==> src/pcrc_pkg.sv <==
/*
 * Package of the parallel CRC engine: register offsets, field positions,
 * reset values and the two generator polynomials.
 * Assumes a 32-bit AHB-Lite register bus with word-aligned registers.
 */
package pcrc_pkg;

    // =========================================================================
    // Register map (byte addresses).
    // =========================================================================
    localparam logic [11:0] PCRC_CTRL_OFS = 12'h000;
    localparam logic [11:0] PCRC_PRESET_OFS = 12'h004;
    localparam logic [11:0] PCRC_DATA_OFS = 12'h008;
    localparam logic [11:0] PCRC_RESULT_OFS = 12'h00C;
    localparam logic [11:0] PCRC_STATUS_OFS = 12'h010;

    // =========================================================================
    // Control register fields.
    // =========================================================================
    localparam int PCRC_CTRL_MODE_BIT = 0;
    localparam int PCRC_CTRL_MSB_BIT = 1;
    localparam int PCRC_CTRL_REV_BIT = 2;
    localparam int PCRC_CTRL_WIDTH_LSB = 3;
    localparam int PCRC_CTRL_INIT_BIT = 8;
    localparam logic [4:0] PCRC_CTRL_RESET = 5'h00;

    // =========================================================================
    // Data widths, preset and polynomials.
    // =========================================================================
    localparam logic [1:0] PCRC_WIDTH_8 = 2'h0;
    localparam logic [1:0] PCRC_WIDTH_16 = 2'h1;
    localparam logic [1:0] PCRC_WIDTH_32 = 2'h2;
    localparam logic [31:0] PCRC_PRESET_RESET = 32'hFFFFFFFF;
    localparam logic [31:0] PCRC_POLY32 = 32'h04C11DB7;
    localparam logic [15:0] PCRC_POLY16 = 16'h1021;

    typedef enum logic [1:0] {
        PCRC_IDLE = 2'b00,
        PCRC_CALC = 2'b01
    } pcrc_state_t;

endpackage

==> src/pcrc_if.sv <==
/*
 * Interface carrying one data word from the register side to the
 * checksum datapath and the updated remainder back.
 * Assumes both ends run on the same clock.
 */
`timescale 1ns/100ps
interface pcrc_if;
    logic [31:0] crc_in;
    logic [31:0] data;
    logic [1:0] width;
    logic mode32;
    logic msb_first;
    logic [31:0] crc_out;

    modport ctrl (output crc_in, output data, output width, output mode32,
                  output msb_first, input crc_out);
    modport core (input crc_in, input data, input width, input mode32,
                  input msb_first, output crc_out);
endinterface

==> src/pcrc_core.sv <==
/*
 * Combinational next-remainder of one data word, 8/16/32 bits wide,
 * for the 16-bit or the 32-bit polynomial, LSB or MSB first.
 * Assumes the caller registers the result.
 */
`timescale 1ns/100ps
module pcrc_core
    import pcrc_pkg::*;
(
    pcrc_if.core bus
);

    // =========================================================================
    // Bit-serial division unrolled into one cycle.
    // =========================================================================
    // The remainder sits left-aligned in 32 bits so both polynomials share
    // one loop; the 16-bit case uses the upper half.
    always_comb
    begin
        logic [31:0] r;
        logic [31:0] poly;
        logic [5:0] nbits;
        logic din;
        logic fb;
        nbits = 6'd32;
        din = 1'b0;
        fb = 1'b0;
        r = bus.mode32 ? bus.crc_in : {bus.crc_in[15:0], 16'h0000};
        poly = bus.mode32 ? PCRC_POLY32 : {PCRC_POLY16, 16'h0000};
        unique case (bus.width)
            PCRC_WIDTH_8: nbits = 6'd8;
            PCRC_WIDTH_16: nbits = 6'd16;
            default: nbits = 6'd32;
        endcase
        for (int i = 0; i < 32; i++)
        begin
            if (i < int'(nbits))
            begin
                din = bus.msb_first ? bus.data[int'(nbits) - 1 - i] : bus.data[i];
                fb = r[31] ^ din;
                r = {r[30:0], 1'b0} ^ (fb ? poly : 32'h00000000);
            end
        end
        bus.crc_out = bus.mode32 ? r : {16'h0000, r[31:16]};
    end

endmodule // pcrc_core

==> src/pcrc_top.sv <==
/*
 * Parallel CRC16/CRC32 engine with an AHB-Lite register slave.
 * Assumes a single AHB-Lite master, single word transfers, one clock.
 */
// What this block does
// - Checksum width is chosen by configuration, 16 or 32 bits.
// - 16-bit mode divides by x^16 + x^12 + x^5 + 1.
// - 32-bit mode uses the Ethernet polynomial.
// - Each whole input word updates the checksum in a single clock cycle.
// - The raw remainder is the result, with no final inversion.
// - Software programs the preset the checksum starts from.
// - Words are processed either LSB first or MSB first.
// - 32-bit mode takes 32, 16 or 8 bit words, exactly that many bits.
// - 16-bit mode takes 32, 16 or 8 bit words, exactly that many bits.
// - An option mirrors data and result for reflected conventions.
`timescale 1ns/100ps
module pcrc_top
    import pcrc_pkg::*;
(
    input wire logic hclk,
    input wire logic hresetn,
    input wire logic hsel,
    input wire logic [31:0] haddr,
    input wire logic [1:0] htrans,
    input wire logic hwrite,
    input wire logic [2:0] hsize,
    input wire logic [31:0] hwdata,
    input wire logic hready,
    output logic [31:0] hrdata,
    output logic hreadyout,
    output logic hresp
);

    // =========================================================================
    // Registers.
    // =========================================================================
    logic [4:0] ctrl_reg;
    logic [31:0] preset_reg;
    logic [31:0] crc_reg;
    logic [31:0] word_count_reg;
    logic wr_pend_reg;
    logic [11:0] wr_addr_reg;
    logic [31:0] hrdata_reg;
    logic [31:0] hwdata_rev;
    logic [31:0] data_mirror;
    logic [31:0] crc_rev;
    logic [31:0] crc_mirror;
    logic [31:0] result_view;
    logic addr_valid;
    logic ctrl_wr;
    logic preset_wr;
    logic data_wr;
    logic init_wr;
    logic [4:0] ctrl_view;
    logic [31:0] preset_view;
    logic [31:0] crc_view;
    logic [31:0] count_view;
    pcrc_if cif ();

    assign addr_valid = hsel & htrans[1] & hready;

    // =========================================================================
    // Write strobes of the data phase in flight.
    // =========================================================================
    assign ctrl_wr = wr_pend_reg & (wr_addr_reg == PCRC_CTRL_OFS);
    assign preset_wr = wr_pend_reg & (wr_addr_reg == PCRC_PRESET_OFS);
    assign data_wr = wr_pend_reg & (wr_addr_reg == PCRC_DATA_OFS);
    assign init_wr = ctrl_wr & hwdata[PCRC_CTRL_INIT_BIT];

    // =========================================================================
    // Datapath hookup.
    // =========================================================================
    // Reversal mirrors the incoming word before division and the stored
    // remainder on the way out, so the state itself is never mirrored.
    // Both words are mirrored across all 32 bits; a narrower view is the
    // upper slice, which holds the mirrored low bits.
    generate
        for (genvar gi = 0; gi < 32; gi++)
        begin : g_mirror
            assign hwdata_rev[gi] = hwdata[31 - gi];
            assign crc_rev[gi] = crc_view[31 - gi];
        end
    endgenerate

    always_comb
    begin
        unique case (ctrl_reg[PCRC_CTRL_WIDTH_LSB +: 2])
            PCRC_WIDTH_8: data_mirror = {24'h000000, hwdata_rev[31:24]};
            PCRC_WIDTH_16: data_mirror = {16'h0000, hwdata_rev[31:16]};
            default: data_mirror = hwdata_rev;
        endcase
    end

    assign cif.crc_in = crc_reg;
    assign cif.data = ctrl_reg[PCRC_CTRL_REV_BIT] ? data_mirror : hwdata;
    assign cif.width = ctrl_reg[PCRC_CTRL_WIDTH_LSB +: 2];
    assign cif.mode32 = ctrl_reg[PCRC_CTRL_MODE_BIT];
    assign cif.msb_first = ctrl_reg[PCRC_CTRL_MSB_BIT];

    pcrc_core u_core (
        .bus(cif.core)
    );

    // =========================================================================
    // State once the write in flight has landed.
    // =========================================================================
    // A read whose address phase overlaps a write's data phase must see the
    // written value; reading the registers alone would return stale data.
    assign ctrl_view = ctrl_wr ? hwdata[4:0] : ctrl_reg;
    assign preset_view = preset_wr ? hwdata : preset_reg;
    assign crc_view = init_wr ? preset_reg : (data_wr ? cif.crc_out : crc_reg);
    assign count_view = init_wr ? 32'h00000000 :
        (data_wr ? word_count_reg + 32'h00000001 : word_count_reg);

    assign crc_mirror = ctrl_view[PCRC_CTRL_MODE_BIT] ? crc_rev : {16'h0000, crc_rev[31:16]};
    assign result_view = ctrl_view[PCRC_CTRL_REV_BIT] ? crc_mirror :
        (ctrl_view[PCRC_CTRL_MODE_BIT] ? crc_view : {16'h0000, crc_view[15:0]});

    // =========================================================================
    // AHB-Lite address phase capture.
    // =========================================================================
    always_ff @(posedge hclk or negedge hresetn)
    begin
        if (!hresetn)
        begin
            wr_pend_reg <= 1'b0;
            wr_addr_reg <= 12'h000;
        end
        else if (hready)
        begin
            wr_pend_reg <= addr_valid & hwrite;
            wr_addr_reg <= haddr[11:0];
        end
    end

    // =========================================================================
    // Register writes in the data phase.
    // =========================================================================
    always_ff @(posedge hclk or negedge hresetn)
    begin
        if (!hresetn)
        begin
            ctrl_reg <= PCRC_CTRL_RESET;
            preset_reg <= PCRC_PRESET_RESET;
        end
        else
        begin
            ctrl_reg <= ctrl_view;
            preset_reg <= preset_view;
        end
    end

    always_ff @(posedge hclk or negedge hresetn)
    begin
        if (!hresetn)
        begin
            crc_reg <= PCRC_PRESET_RESET;
            word_count_reg <= 32'h00000000;
        end
        else
        begin
            crc_reg <= crc_view;
            word_count_reg <= count_view;
        end
    end

    // =========================================================================
    // Read data, registered one cycle after the address phase.
    // =========================================================================
    always_ff @(posedge hclk or negedge hresetn)
    begin
        if (!hresetn)
        begin
            hrdata_reg <= 32'h00000000;
        end
        else if (addr_valid & ~hwrite)
        begin
            unique case (haddr[11:0])
                PCRC_CTRL_OFS: hrdata_reg <= {27'h0000000, ctrl_view};
                PCRC_PRESET_OFS: hrdata_reg <= preset_view;
                PCRC_RESULT_OFS: hrdata_reg <= result_view;
                PCRC_STATUS_OFS: hrdata_reg <= count_view;
                default: hrdata_reg <= 32'h00000000;
            endcase
        end
    end

    // Zero-wait-state slave: every transfer completes in one data phase.
    assign hrdata = hrdata_reg;
    assign hreadyout = 1'b1;
    assign hresp = 1'b0;

endmodule // pcrc_top

==> config.mk <==
export PLATFORM = sky130hd
export DESIGN_NAME = pcrc_top
export DESIGN_NICKNAME = d
export VERILOG_FILES = /design/src/pcrc_pkg.sv /design/src/pcrc_if.sv /design/src/pcrc_core.sv /design/src/pcrc_top.sv
export SDC_FILE = /design/constraint.sdc
export NUM_CORES = 1
export LEC_CHECK = 0
export ABC_AREA = 1
export BUFFER_PORTS_ARGS = -buffer_cell sky130_fd_sc_hd__buf_2
export CAP_MARGIN = 20
export CORE_UTILIZATION = 35
export CTS_BUF_LIST = sky130_fd_sc_hd__clkbuf_16
export DETAILED_ROUTE_END_ITERATION = 10
export SYNTH_ARGS = -nofsm -noshare
export SYNTH_HDL_FRONTEND = slang
export SYNTH_SLANG_ARGS = --single-unit
==> constraint.sdc <==
create_clock -name hclk -period 23 [get_ports hclk]
set_clock_uncertainty 0.2 [all_clocks]
set_input_delay 1.15 -clock hclk [delete_from_list [all_inputs] [get_ports hclk]]
set_output_delay 1.15 -clock hclk [all_outputs]
set_load 0.02 [all_outputs]
==> results of run 1 <==
worst paths after layout:
kind	end	cells after the start	slack, ns	start
worst max-delay path	hrdata[30]$_DFFE_PN0P_	61	10.41	ctrl_reg[4]$_DFF_PN0_
min in group asynchronous	hrdata[29]$_DFFE_PN0P_	1	0.56	hresetn
worst max register to register	hrdata[30]$_DFFE_PN0P_	61	10.41	ctrl_reg[4]$_DFF_PN0_
worst min register to register	hrdata[1]$_DFFE_PN0P_	2	0.28	hrdata[1]$_DFFE_PN0P_
worst min-delay path	hrdata[1]$_DFFE_PN0P_	2	0.28	hrdata[1]$_DFFE_PN0P_
max in group asynchronous	word_count_reg[23]$_DFF_PN0_	2	20.75	hresetn
per-stage QoR:
| stage | cell area (µm²) | setup WS, ns | hold slack [ns] |
|---|---|---|---|
| final | 20810 | 10.41 | 0.2757 |
| after global routing | 20810 | 9.500 | 0.2887 |
| after CTS | 20800 | 10.72 | 0.2791 |
| after detailed placement | 20210 | 10.75 | 0.2652 |
| after global placement | 20200 | 10.74 | 0.2652 |
| after floorplan | 19480 | 13.95 | 0.2498 |
power breakdown:
part	total, mW	switching [mW]	leakage (nW)	internal, mW
clock network	0.282	0.113	0.292	0.169
logic	0.781	0.543	8.59	0.238
registers	0.271	0.00494	1.75	0.266
total	1.33	0.660	10.6	0.674
Yosys cell counts, types with 31 or more instances:
master	instances
nand4_1	32
xnor2_1	40
dfstp_2	64
o21ai_0	169
nand3_2	51
nor3_1	33
o21ai_1	56
clkbuf_1	49
inv_2	35
nand2_1	1169
nor2_1	126
a21oi_1	142
nand3_1	382
xor2_1	111
inv_1	311
buf_4	31
dfrtp_1	82
buf_2	41
nand2_2	75
worst min-delay path, delay by kind of cell, from the launching register on:
kind | cells | cell delay, ns
flops | 1 | 0.33
simple gates | 2 | 0.11
routing by layer:
layer,routed length [µm],vias to the layer above,GRT usage [%]
li1,-,10640,-
met1,33200,10060,36.60
met2,33170,930,40.94
met3,5315,136,2.696
met4,3539,0,11.98
met5,0,-,0
layout make-up:
type                    instances  share of cell area [%]
repair buffers                108                   2.952
flip-flops and latches        146                   17.96
clock inverters                15                  0.7998
inverters                     357                   6.488
clock buffers                  17                   2.044
well taps                     748                   4.498
multi-input cells            2639                   65.26
kinds of logic (layout without fill, tap and decap cells):
| family | Yosys count | after routing | synth area share (%) |
|---|---|---|---|
| adder cells (fa/ha/maj) | 3 | 3 | 0.1927 |
| AO/OA/AOI/OAI | 498 | 498 | 14.83 |
| other | 2 | 2 | 0.03854 |
| flip-flops | 146 | 146 | 19.16 |
| buffers and inverters | 508 | 497 | 11.30 |
| XOR/XNOR | 156 | 156 | 7.263 |
| multiplexers | 21 | 21 | 1.182 |
| AND/OR/NAND/NOR | 1959 | 1959 | 46.03 |
==> results.cfg, run 1 <==
[route]
avgRoutedWirePerCell_um = 18.67
ant_nets = 0
vias = 21760
drt_first_pass_iters = 6
drc = 0
drt_wl_total_um = 75230
drt-initial-drc-count = 2416
avgViaCountPerCell = 5.400

[logic_synthesis]
synthCells = 3293
synth_cell_types = 68
post_synth.cell_area_avg_um2 = 5.917
synth-edff-count = 0
ys_async_sr_fraction_pct = 100.0
syn_area_um2 = 19480
syn_nets = 3370
yosysWarnings = 0
synth_top_cell_area_share_pct = 22.52
synthTopCellsByArea = nand2_1 (23%), dfrtp_1 (11%), nand3_1 (9.8%), dfstp_2 (8.6%), inv_1 (6.0%)
ys_seq_elements = 146
seq_area_frac_synth_pct = 19.16
synth_top_cell_by_area = nand2_1
yosys_most_used_dff = dfrtp_1

[run]
drv_cap = 0

[clock_network]
h-tree-depth = 4
numCtsBuffers = 17
cts.clk_slew.worst_paths_ns = 0.06
post-cts-setup-buffers = 0
clockRootBuffer = clkbuf_16
cts_tree = yes
post_cts_resize_count = 0
clock_path_buffers = 2
postCtsHoldBufs = 0
worstSkewPairLatency_ns = 0.43
cts_sinks = 146

[timing]
fin_crit_ns = 12.59
finalCritPeriodShare_pct = 54.74
worst_slew_pin_slew_ns = 1.016
hold_violations = 0
max_slew_margin_pct = 32.19
slew_viol_final = 0
grt_setup_unrepaired = false
tns_ns = 0
max_freq_mhz = 79.42
setup_violations = 0

[die]
row_count = 86
die-area_um2 = 56620
start_util_pct = 35.37
ios = 108
die_h_um = 237.9
coreArea_um2 = 55090
die_w_um = 237.9

[finish]
instances_no_fill = 4030
fillers = 6252
drive_above_1_share_pct = 14.47
finish.utilization_pct = 37.77
multi_input_area_um2 = 13580
mostFrequentLayoutCell = nand2_1
antenna_cells = 0
syn2layout_area_growth_pct = 6.788
ff_latch_area_um2 = 3737
fin_nets = 3346
final_cell_mix = nand2_1 (1169), nand3_1 (382), inv_1 (312), o21ai_0 (169), a21oi_1 (141)

[global_route]
grt_pass1_vias = 19480
grt_usage_pct = 26.33
grt-ovfl-total = 0
grt_antenna_before_repair = 0
grt_max_degree = 87
grt_pass1_wl_um = 115900

[critical_path]
arrival_ns = 12.76
critPathKind = register to register
cp_max_fo = 67
cp-end-kind = register
slowest_delay_ns = 0.69
timing.critical_path.buf_inv = 10
required_ns = 23.17
crit_path_top_delay_cell = clkinv_2
cpMostUsedCell = nand2_1
critPathTopFamily = simple AND/OR/NAND/NOR gates
crit_path_start_kind = register

[placement]
hpwl_um = 58440
port_buffers = 81
gp_congestion = 0.9680
dp.cells = 3997

[power_and_ir_drop]
powerDensity_nw_per_um2 = 64.12
leakagePower_nw = 10.64
power_mw = 1.334
vdd_drop_max_mv = 0.05929

[outcome]
status = completed

[worst_hold_path]
hold_path.class = register to register
No activity file was read; power rests on OpenSTA's default activity.
==> inputs of run 2 (changes only) <==
==> constraint.sdc (replaced) <==
create_clock -name hclk -period 11 [get_ports hclk]
set_clock_uncertainty 0.2 [all_clocks]
set_input_delay 0.55 -clock hclk [delete_from_list [all_inputs] [get_ports hclk]]
set_output_delay 0.55 -clock hclk [all_outputs]
set_load 0.02 [all_outputs]
==> run 2 against run 1 <==
Non-clock buffer count up 6. First-iteration DRC count up 2.4%. Die area unchanged. Via count down 1.0%. Hold slack worse by 0.11 ns. Cell count up 0.15%. Highest routed layer unchanged.
==> results.cfg, run 2 (same netlist as run 1, synthesis figures left out) <==
[outcome]
status = completed

[worst_hold_path]
whs_path_depth = 3
worstHoldStart = haddr[3]
hold_path.class = input port to register
holdPathEnd = wr_addr_reg[3]$_DFFE_PN0P_

[placement]
pre_cts_ws_ns = 1.057
gp_congestion = 0.9525
hpwl_um = 58970
port_buffers = 81

[die]
ios = 108
coreArea_um2 = 55090
die_w_um = 237.9
die_h_um = 237.9
start_util_pct = 35.37
die-area_um2 = 56620
row_count = 86

[global_route]
grt_max_degree = 86
grt_pass1_vias = 19350
grt-ovfl-total = 0
grt_usage_pct = 26.36
grt_pass1_wl_um = 115900
grt_antenna_before_repair = 1

[timing]
worst_slew_pin_slew_ns = 1.132
setup_violations = 0
finalWorstSetupSlack_ns = 0.9976
fin_crit_ns = 10.00
finalCritPeriodShare_pct = 90.93
max_slew_margin_pct = 23.72
slew_viol_final = 0
grt_setup_unrepaired = false
tns_ns = 0
hold_violations = 0
max_freq_mhz = 99.98

[clock_network]
numCtsBuffers = 17
clock_path_buffers = 2
cts_sinks = 146
h-tree-depth = 4
worstSkewPairLatency_ns = 0.44
clockRootBuffer = clkbuf_16
cts_tree = yes
cts.clk_slew.worst_paths_ns = 0.06
post-cts-setup-buffers = 0

[critical_path]
r2r_end = hrdata[30]$_DFFE_PN0P_
cpMostUsedCell = nand2_1
reg2reg_slack_ns = 1.0
cp-end-kind = register
slowest_delay_ns = 0.54
rr_worst_depth = 63
critPathKind = register to register
crit_path_start_kind = register
cp_max_fo = 46
reg2reg_from = ctrl_reg[4]$_DFF_PN0_
required_ns = 11.17
arrival_ns = 10.17
crit_path_top_delay_cell = buf_4

[route]
drt-initial-drc-count = 2474
avgRoutedWirePerCell_um = 18.65
avgViaCountPerCell = 5.336
drc = 0
drt_wl_total_um = 75270
drt_first_pass_iters = 6
ant_nets = 0
vias = 21540

[power_and_ir_drop]
vdd_drop_max_mv = 0.1163
powerDensity_nw_per_um2 = 132.3
power_mw = 2.757
leakagePower_nw = 10.67

[finish]
fillers = 6187
fin_nets = 3352
syn2layout_area_growth_pct = 6.935
ff_latch_area_um2 = 3737
mostFrequentLayoutCell = nand2_1
multi_input_area_um2 = 13590
drive_above_1_share_pct = 14.60
final_cell_mix = nand2_1 (1169), nand3_1 (382), inv_1 (312), o21ai_0 (169), a21oi_1 (141)
antenna_cells = 0

[run]
drv_cap = 0
run 2: cell count changes in the layout (fill, tap and decap cells not counted), sizes merged:
| cell | change |
|---|---|
| buf | +6 |
| bufinv | -2 |
| clkinv | +1 |
| clkinvlp | -2 |
| dlygate4sd3 | +1 |
| inv | +2 |
run 2: worst max-delay path: cells and delay by family (launching register included):
family                   cells  cell delay (ns)
AO/OA/AOI/OAI                3             0.54
adder cells (fa/ha/maj)      1             0.40
buffers and inverters        7             1.99
flip-flops                   1             0.39
AND/OR/NAND/NOR             52             6.39
run 2: layout make-up:
class | instances | share of cell area (%)
inverter | 357 | 6.479
multi-input combinational | 2639 | 65.21
clock inverter | 14 | 0.5404
clock buffer | 18 | 2.162
timing repair buffer | 114 | 3.177
tap | 748 | 4.492
sequential | 146 | 17.94
run 2: repair_timing:
action,4_1_cts,5_1_grt
endpoints found under the setup margin,0,5
resized for setup,0,1
endpoints found under the hold margin,22,0
hold buffers,1,0
run 2: worst max path at each step:
stage,slack (ns),to,depth (start not counted),start
2_1_floorplan,1.95,hrdata[3]$_DFFE_PN0P_,83,ctrl_reg[3]$_DFF_PN0_
3_3_place_gp,1.14,hrdata[24]$_DFFE_PN0P_,58,ctrl_reg[3]$_DFF_PN0_
3_5_place_dp,1.06,hrdata[30]$_DFFE_PN0P_,57,ctrl_reg[3]$_DFF_PN0_
4_1_cts,1.04,hrdata[30]$_DFFE_PN0P_,63,ctrl_reg[4]$_DFF_PN0_
5_1_grt,0.09,hrdata[30]$_DFFE_PN0P_,63,ctrl_reg[4]$_DFF_PN0_
6_report,1.0,hrdata[30]$_DFFE_PN0P_,63,ctrl_reg[4]$_DFF_PN0_
run 2: metal layers:
layer  share of wire (%)  global-route usage (%)  wire length, µm
met1                  44                   36.48            33220
met2                  45                   41.83            33630
met3                 6.6                   2.071             4939
met4                 4.6                   11.65             3478
met5                   0                       0                0
run 2: report_power, final:
part / internal (mW) / total [mW] / switching, mW
registers: 0.556 / 0.566 / 0.00988
clock network: 0.323 / 0.563 / 0.240
logic: 0.502 / 1.63 / 1.13
run 2: metrics by stage:
step | hold WS (ns) | area [µm²] | instances | utilization, %
floorplan | 0.05441 | 19480 | 3293 | -
global placement | 0.2612 | 20250 | 4003 | 36.76
detailed placement | 0.2661 | 20250 | 4003 | 36.76
CTS | 0.1508 | 20830 | 4036 | 37.80
global route | 0.1540 | 20840 | 4036 | 37.82
finish | 0.1611 | 20840 | 4036 | 37.82
==> inputs of run 3 (changes only) <==
--- a/config.mk
+++ b/config.mk
@@ -11,6 +11,8 @@
 export CORE_UTILIZATION = 35
 export CTS_BUF_LIST = sky130_fd_sc_hd__clkbuf_16
 export DETAILED_ROUTE_END_ITERATION = 10
+export RECOVER_POWER = 50
 export SYNTH_ARGS = -nofsm -noshare
 export SYNTH_HDL_FRONTEND = slang
 export SYNTH_SLANG_ARGS = --single-unit
+export TNS_END_PERCENT = 20
==> run 3 against run 2 <==
Largest power group unchanged. Non-clock buffer count did not move. Combinational power about the same. Clock power hardly changed. The flow now finishes with violations (max-capacitance violations, max-slew violations). Hold slack improved by 0.0031 ns. Largest cell class unchanged. Power about the same. Sequential power barely moved.
==> results.cfg, run 3 (same netlist as run 1, synthesis figures left out) <==
[route]
drt-initial-drc-count = 2331
drc = 0
dr_wl_met3_um = 4995
drt_first_pass_iters = 5
maxUsedRoutingLayer = met4
avgViaCountPerCell = 5.351
vias = 21600
met2_length_um = 33700
drt_wl_total_um = 75420
drt-met1-wl_um = 33220
ant_nets = 0
avgRoutedWirePerCell_um = 18.69

[power_and_ir_drop]
p_sw_share_pct = 49.95
vdd_drop_max_mv = 0.1162
intPower_mw = 1.381
powerDensity_nw_per_um2 = 132.8
leakagePower_nw = 10.50
combPwrFrac_pct = 59.1
power.switching_mw = 1.378
p_clk_share_pct = 20.3
p_seq_share_pct = 20.5

[timing]
tns_ns = 0
worst_slew_pin_slew_ns = 4.498
hold_violations = 0
fin_crit_ns = 10.06
slew_viol_final = 183
grt_setup_unrepaired = false
finalCritPeriodShare_pct = 91.49
max_slew_margin_pct = -199.8
setup_violations = 0
max_freq_mhz = 99.37

[die]
die-area_um2 = 56620
start_util_pct = 35.37
die_w_um = 237.9
die_h_um = 237.9
ios = 108
coreArea_um2 = 55090
row_count = 86

[outcome]
status = finished with violations
violations = max-capacitance violations, max-slew violations

[placement]
port_buffers = 81
hpwl_um = 58970
gp_congestion = 0.9525

[critical_path]
cpMostUsedCell = nand2_1
critPathKind = register to register
required_ns = 11.17
crit_path_top_delay_cell = buf_4
critPathTopFamily = simple AND/OR/NAND/NOR gates
slowest_delay_ns = 0.54
cp_max_fo = 46
timing.critical_path.buf_inv = 7
crit_path_start_kind = register
cp-end-kind = register
arrival_ns = 10.23

[clock_network]
worstSkewPairLatency_ns = 0.44
numCtsBuffers = 17
cts.clk_slew.worst_paths_ns = 0.06
clock_path_buffers = 2
cts_sinks = 146
h-tree-depth = 4
clockRootBuffer = clkbuf_16
cts_tree = yes

[global_route]
grt_antenna_before_repair = 1
grt_pass1_vias = 19350
grt_pass1_wl_um = 115900
grt_max_degree = 86
grt_usage_pct = 26.36
grt-ovfl-total = 0

[finish]
finish.utilization_pct = 37.70
antenna_cells = 0
mostFrequentLayoutCell = nand2_1
final_cell_mix = nand2_1 (1169), nand3_1 (382), inv_1 (312), o21ai_0 (169), a21oi_1 (141)
fin_nets = 3352
syn2layout_area_growth_pct = 6.601
drive_above_1_share_pct = 13.44

[worst_hold_path]
hold_path.class = input port to register

[run]
drv_cap = 3
==> run 3: what timing repair did <==
action                                  CTS  global route
endpoints found under the setup margin    0             5
hold buffers                              1             0
hold endpoints to repair                 22             0
buffers inserted                          0             0
resized for setup                         0             1
==> run 3: worst register-to-register path: cells and delay by family (launching register included) <==
kind | cells | cell delay (ns)
AO/OA/AOI/OAI | 3 | 0.54
adder cells (fa/ha/maj) | 1 | 0.40
buffers and inverters | 7 | 2.01
flip-flops | 1 | 0.39
AND/OR/NAND/NOR | 52 | 6.50
==> run 3: area by class of cell <==
class | count | area [µm²]
fill | 6214 | 34320
multi-input combinational | 2639 | 13580
sequential | 146 | 3737
inverter | 357 | 1350
tap | 748 | 935.9
timing repair buffer | 114 | 601.8
clock buffer | 18 | 450.4
clock inverter | 14 | 112.6
==> run 3: layer usage <==
metal	vias to the layer above	GRT usage, %
met4	0	11.65
li1	10650	-
met5	-	0
met1	9950	36.48
met2	861	41.83
met3	133	2.071
==> run 3: path summary, 6_finish.rpt <==
check / startpoint / endpoint / slack (ns) / cells past startpoint
worst max-delay path: ctrl_reg[4]$_DFF_PN0_ / hrdata[30]$_DFFE_PN0P_ / 0.94 / 63
worst min-delay path: haddr[3] / wr_addr_reg[3]$_DFFE_PN0P_ / 0.16 / 3
worst max register to register: ctrl_reg[4]$_DFF_PN0_ / hrdata[30]$_DFFE_PN0P_ / 0.94 / 63
worst min register to register: hrdata[29]$_DFFE_PN0P_ / hrdata[29]$_DFFE_PN0P_ / 0.28 / 2
max in group asynchronous: hresetn / ctrl_reg[0]$_DFF_PN0_ / 3.34 / 3
min in group asynchronous: hresetn / word_count_reg[29]$_DFF_PN0_ / 2.08 / 2
==> run 3: per-stage QoR <==
| stage | std cells | hold slack (ns) | power [mW] | setup WS, ns | area, µm² |
|---|---|---|---|---|---|
| floorplan | 3293 | 0.05441 | 1.773 | 1.946 | 19480 |
| global placement | 4003 | 0.2612 | 2.164 | 1.141 | 20250 |
| detailed placement | 4003 | 0.2661 | 2.168 | 1.057 | 20250 |
| CTS | 4036 | 0.1508 | 2.737 | 1.043 | 20830 |
| global route | 4036 | 0.1540 | 2.953 | 0.09293 | 20770 |
| finish | 4036 | 0.1642 | 2.758 | 0.9363 | 20770 |
==> run 3: power groups by stage <==
stage                     clock [mW]  combinational, mW  sequential [mW]
after global routing           0.586               1.80            0.567
after CTS                      0.569               1.60            0.566
after detailed placement           0               1.59            0.575
after global placement             0               1.59            0.575
after floorplan                    0               1.20            0.571
final                          0.561               1.63            0.566
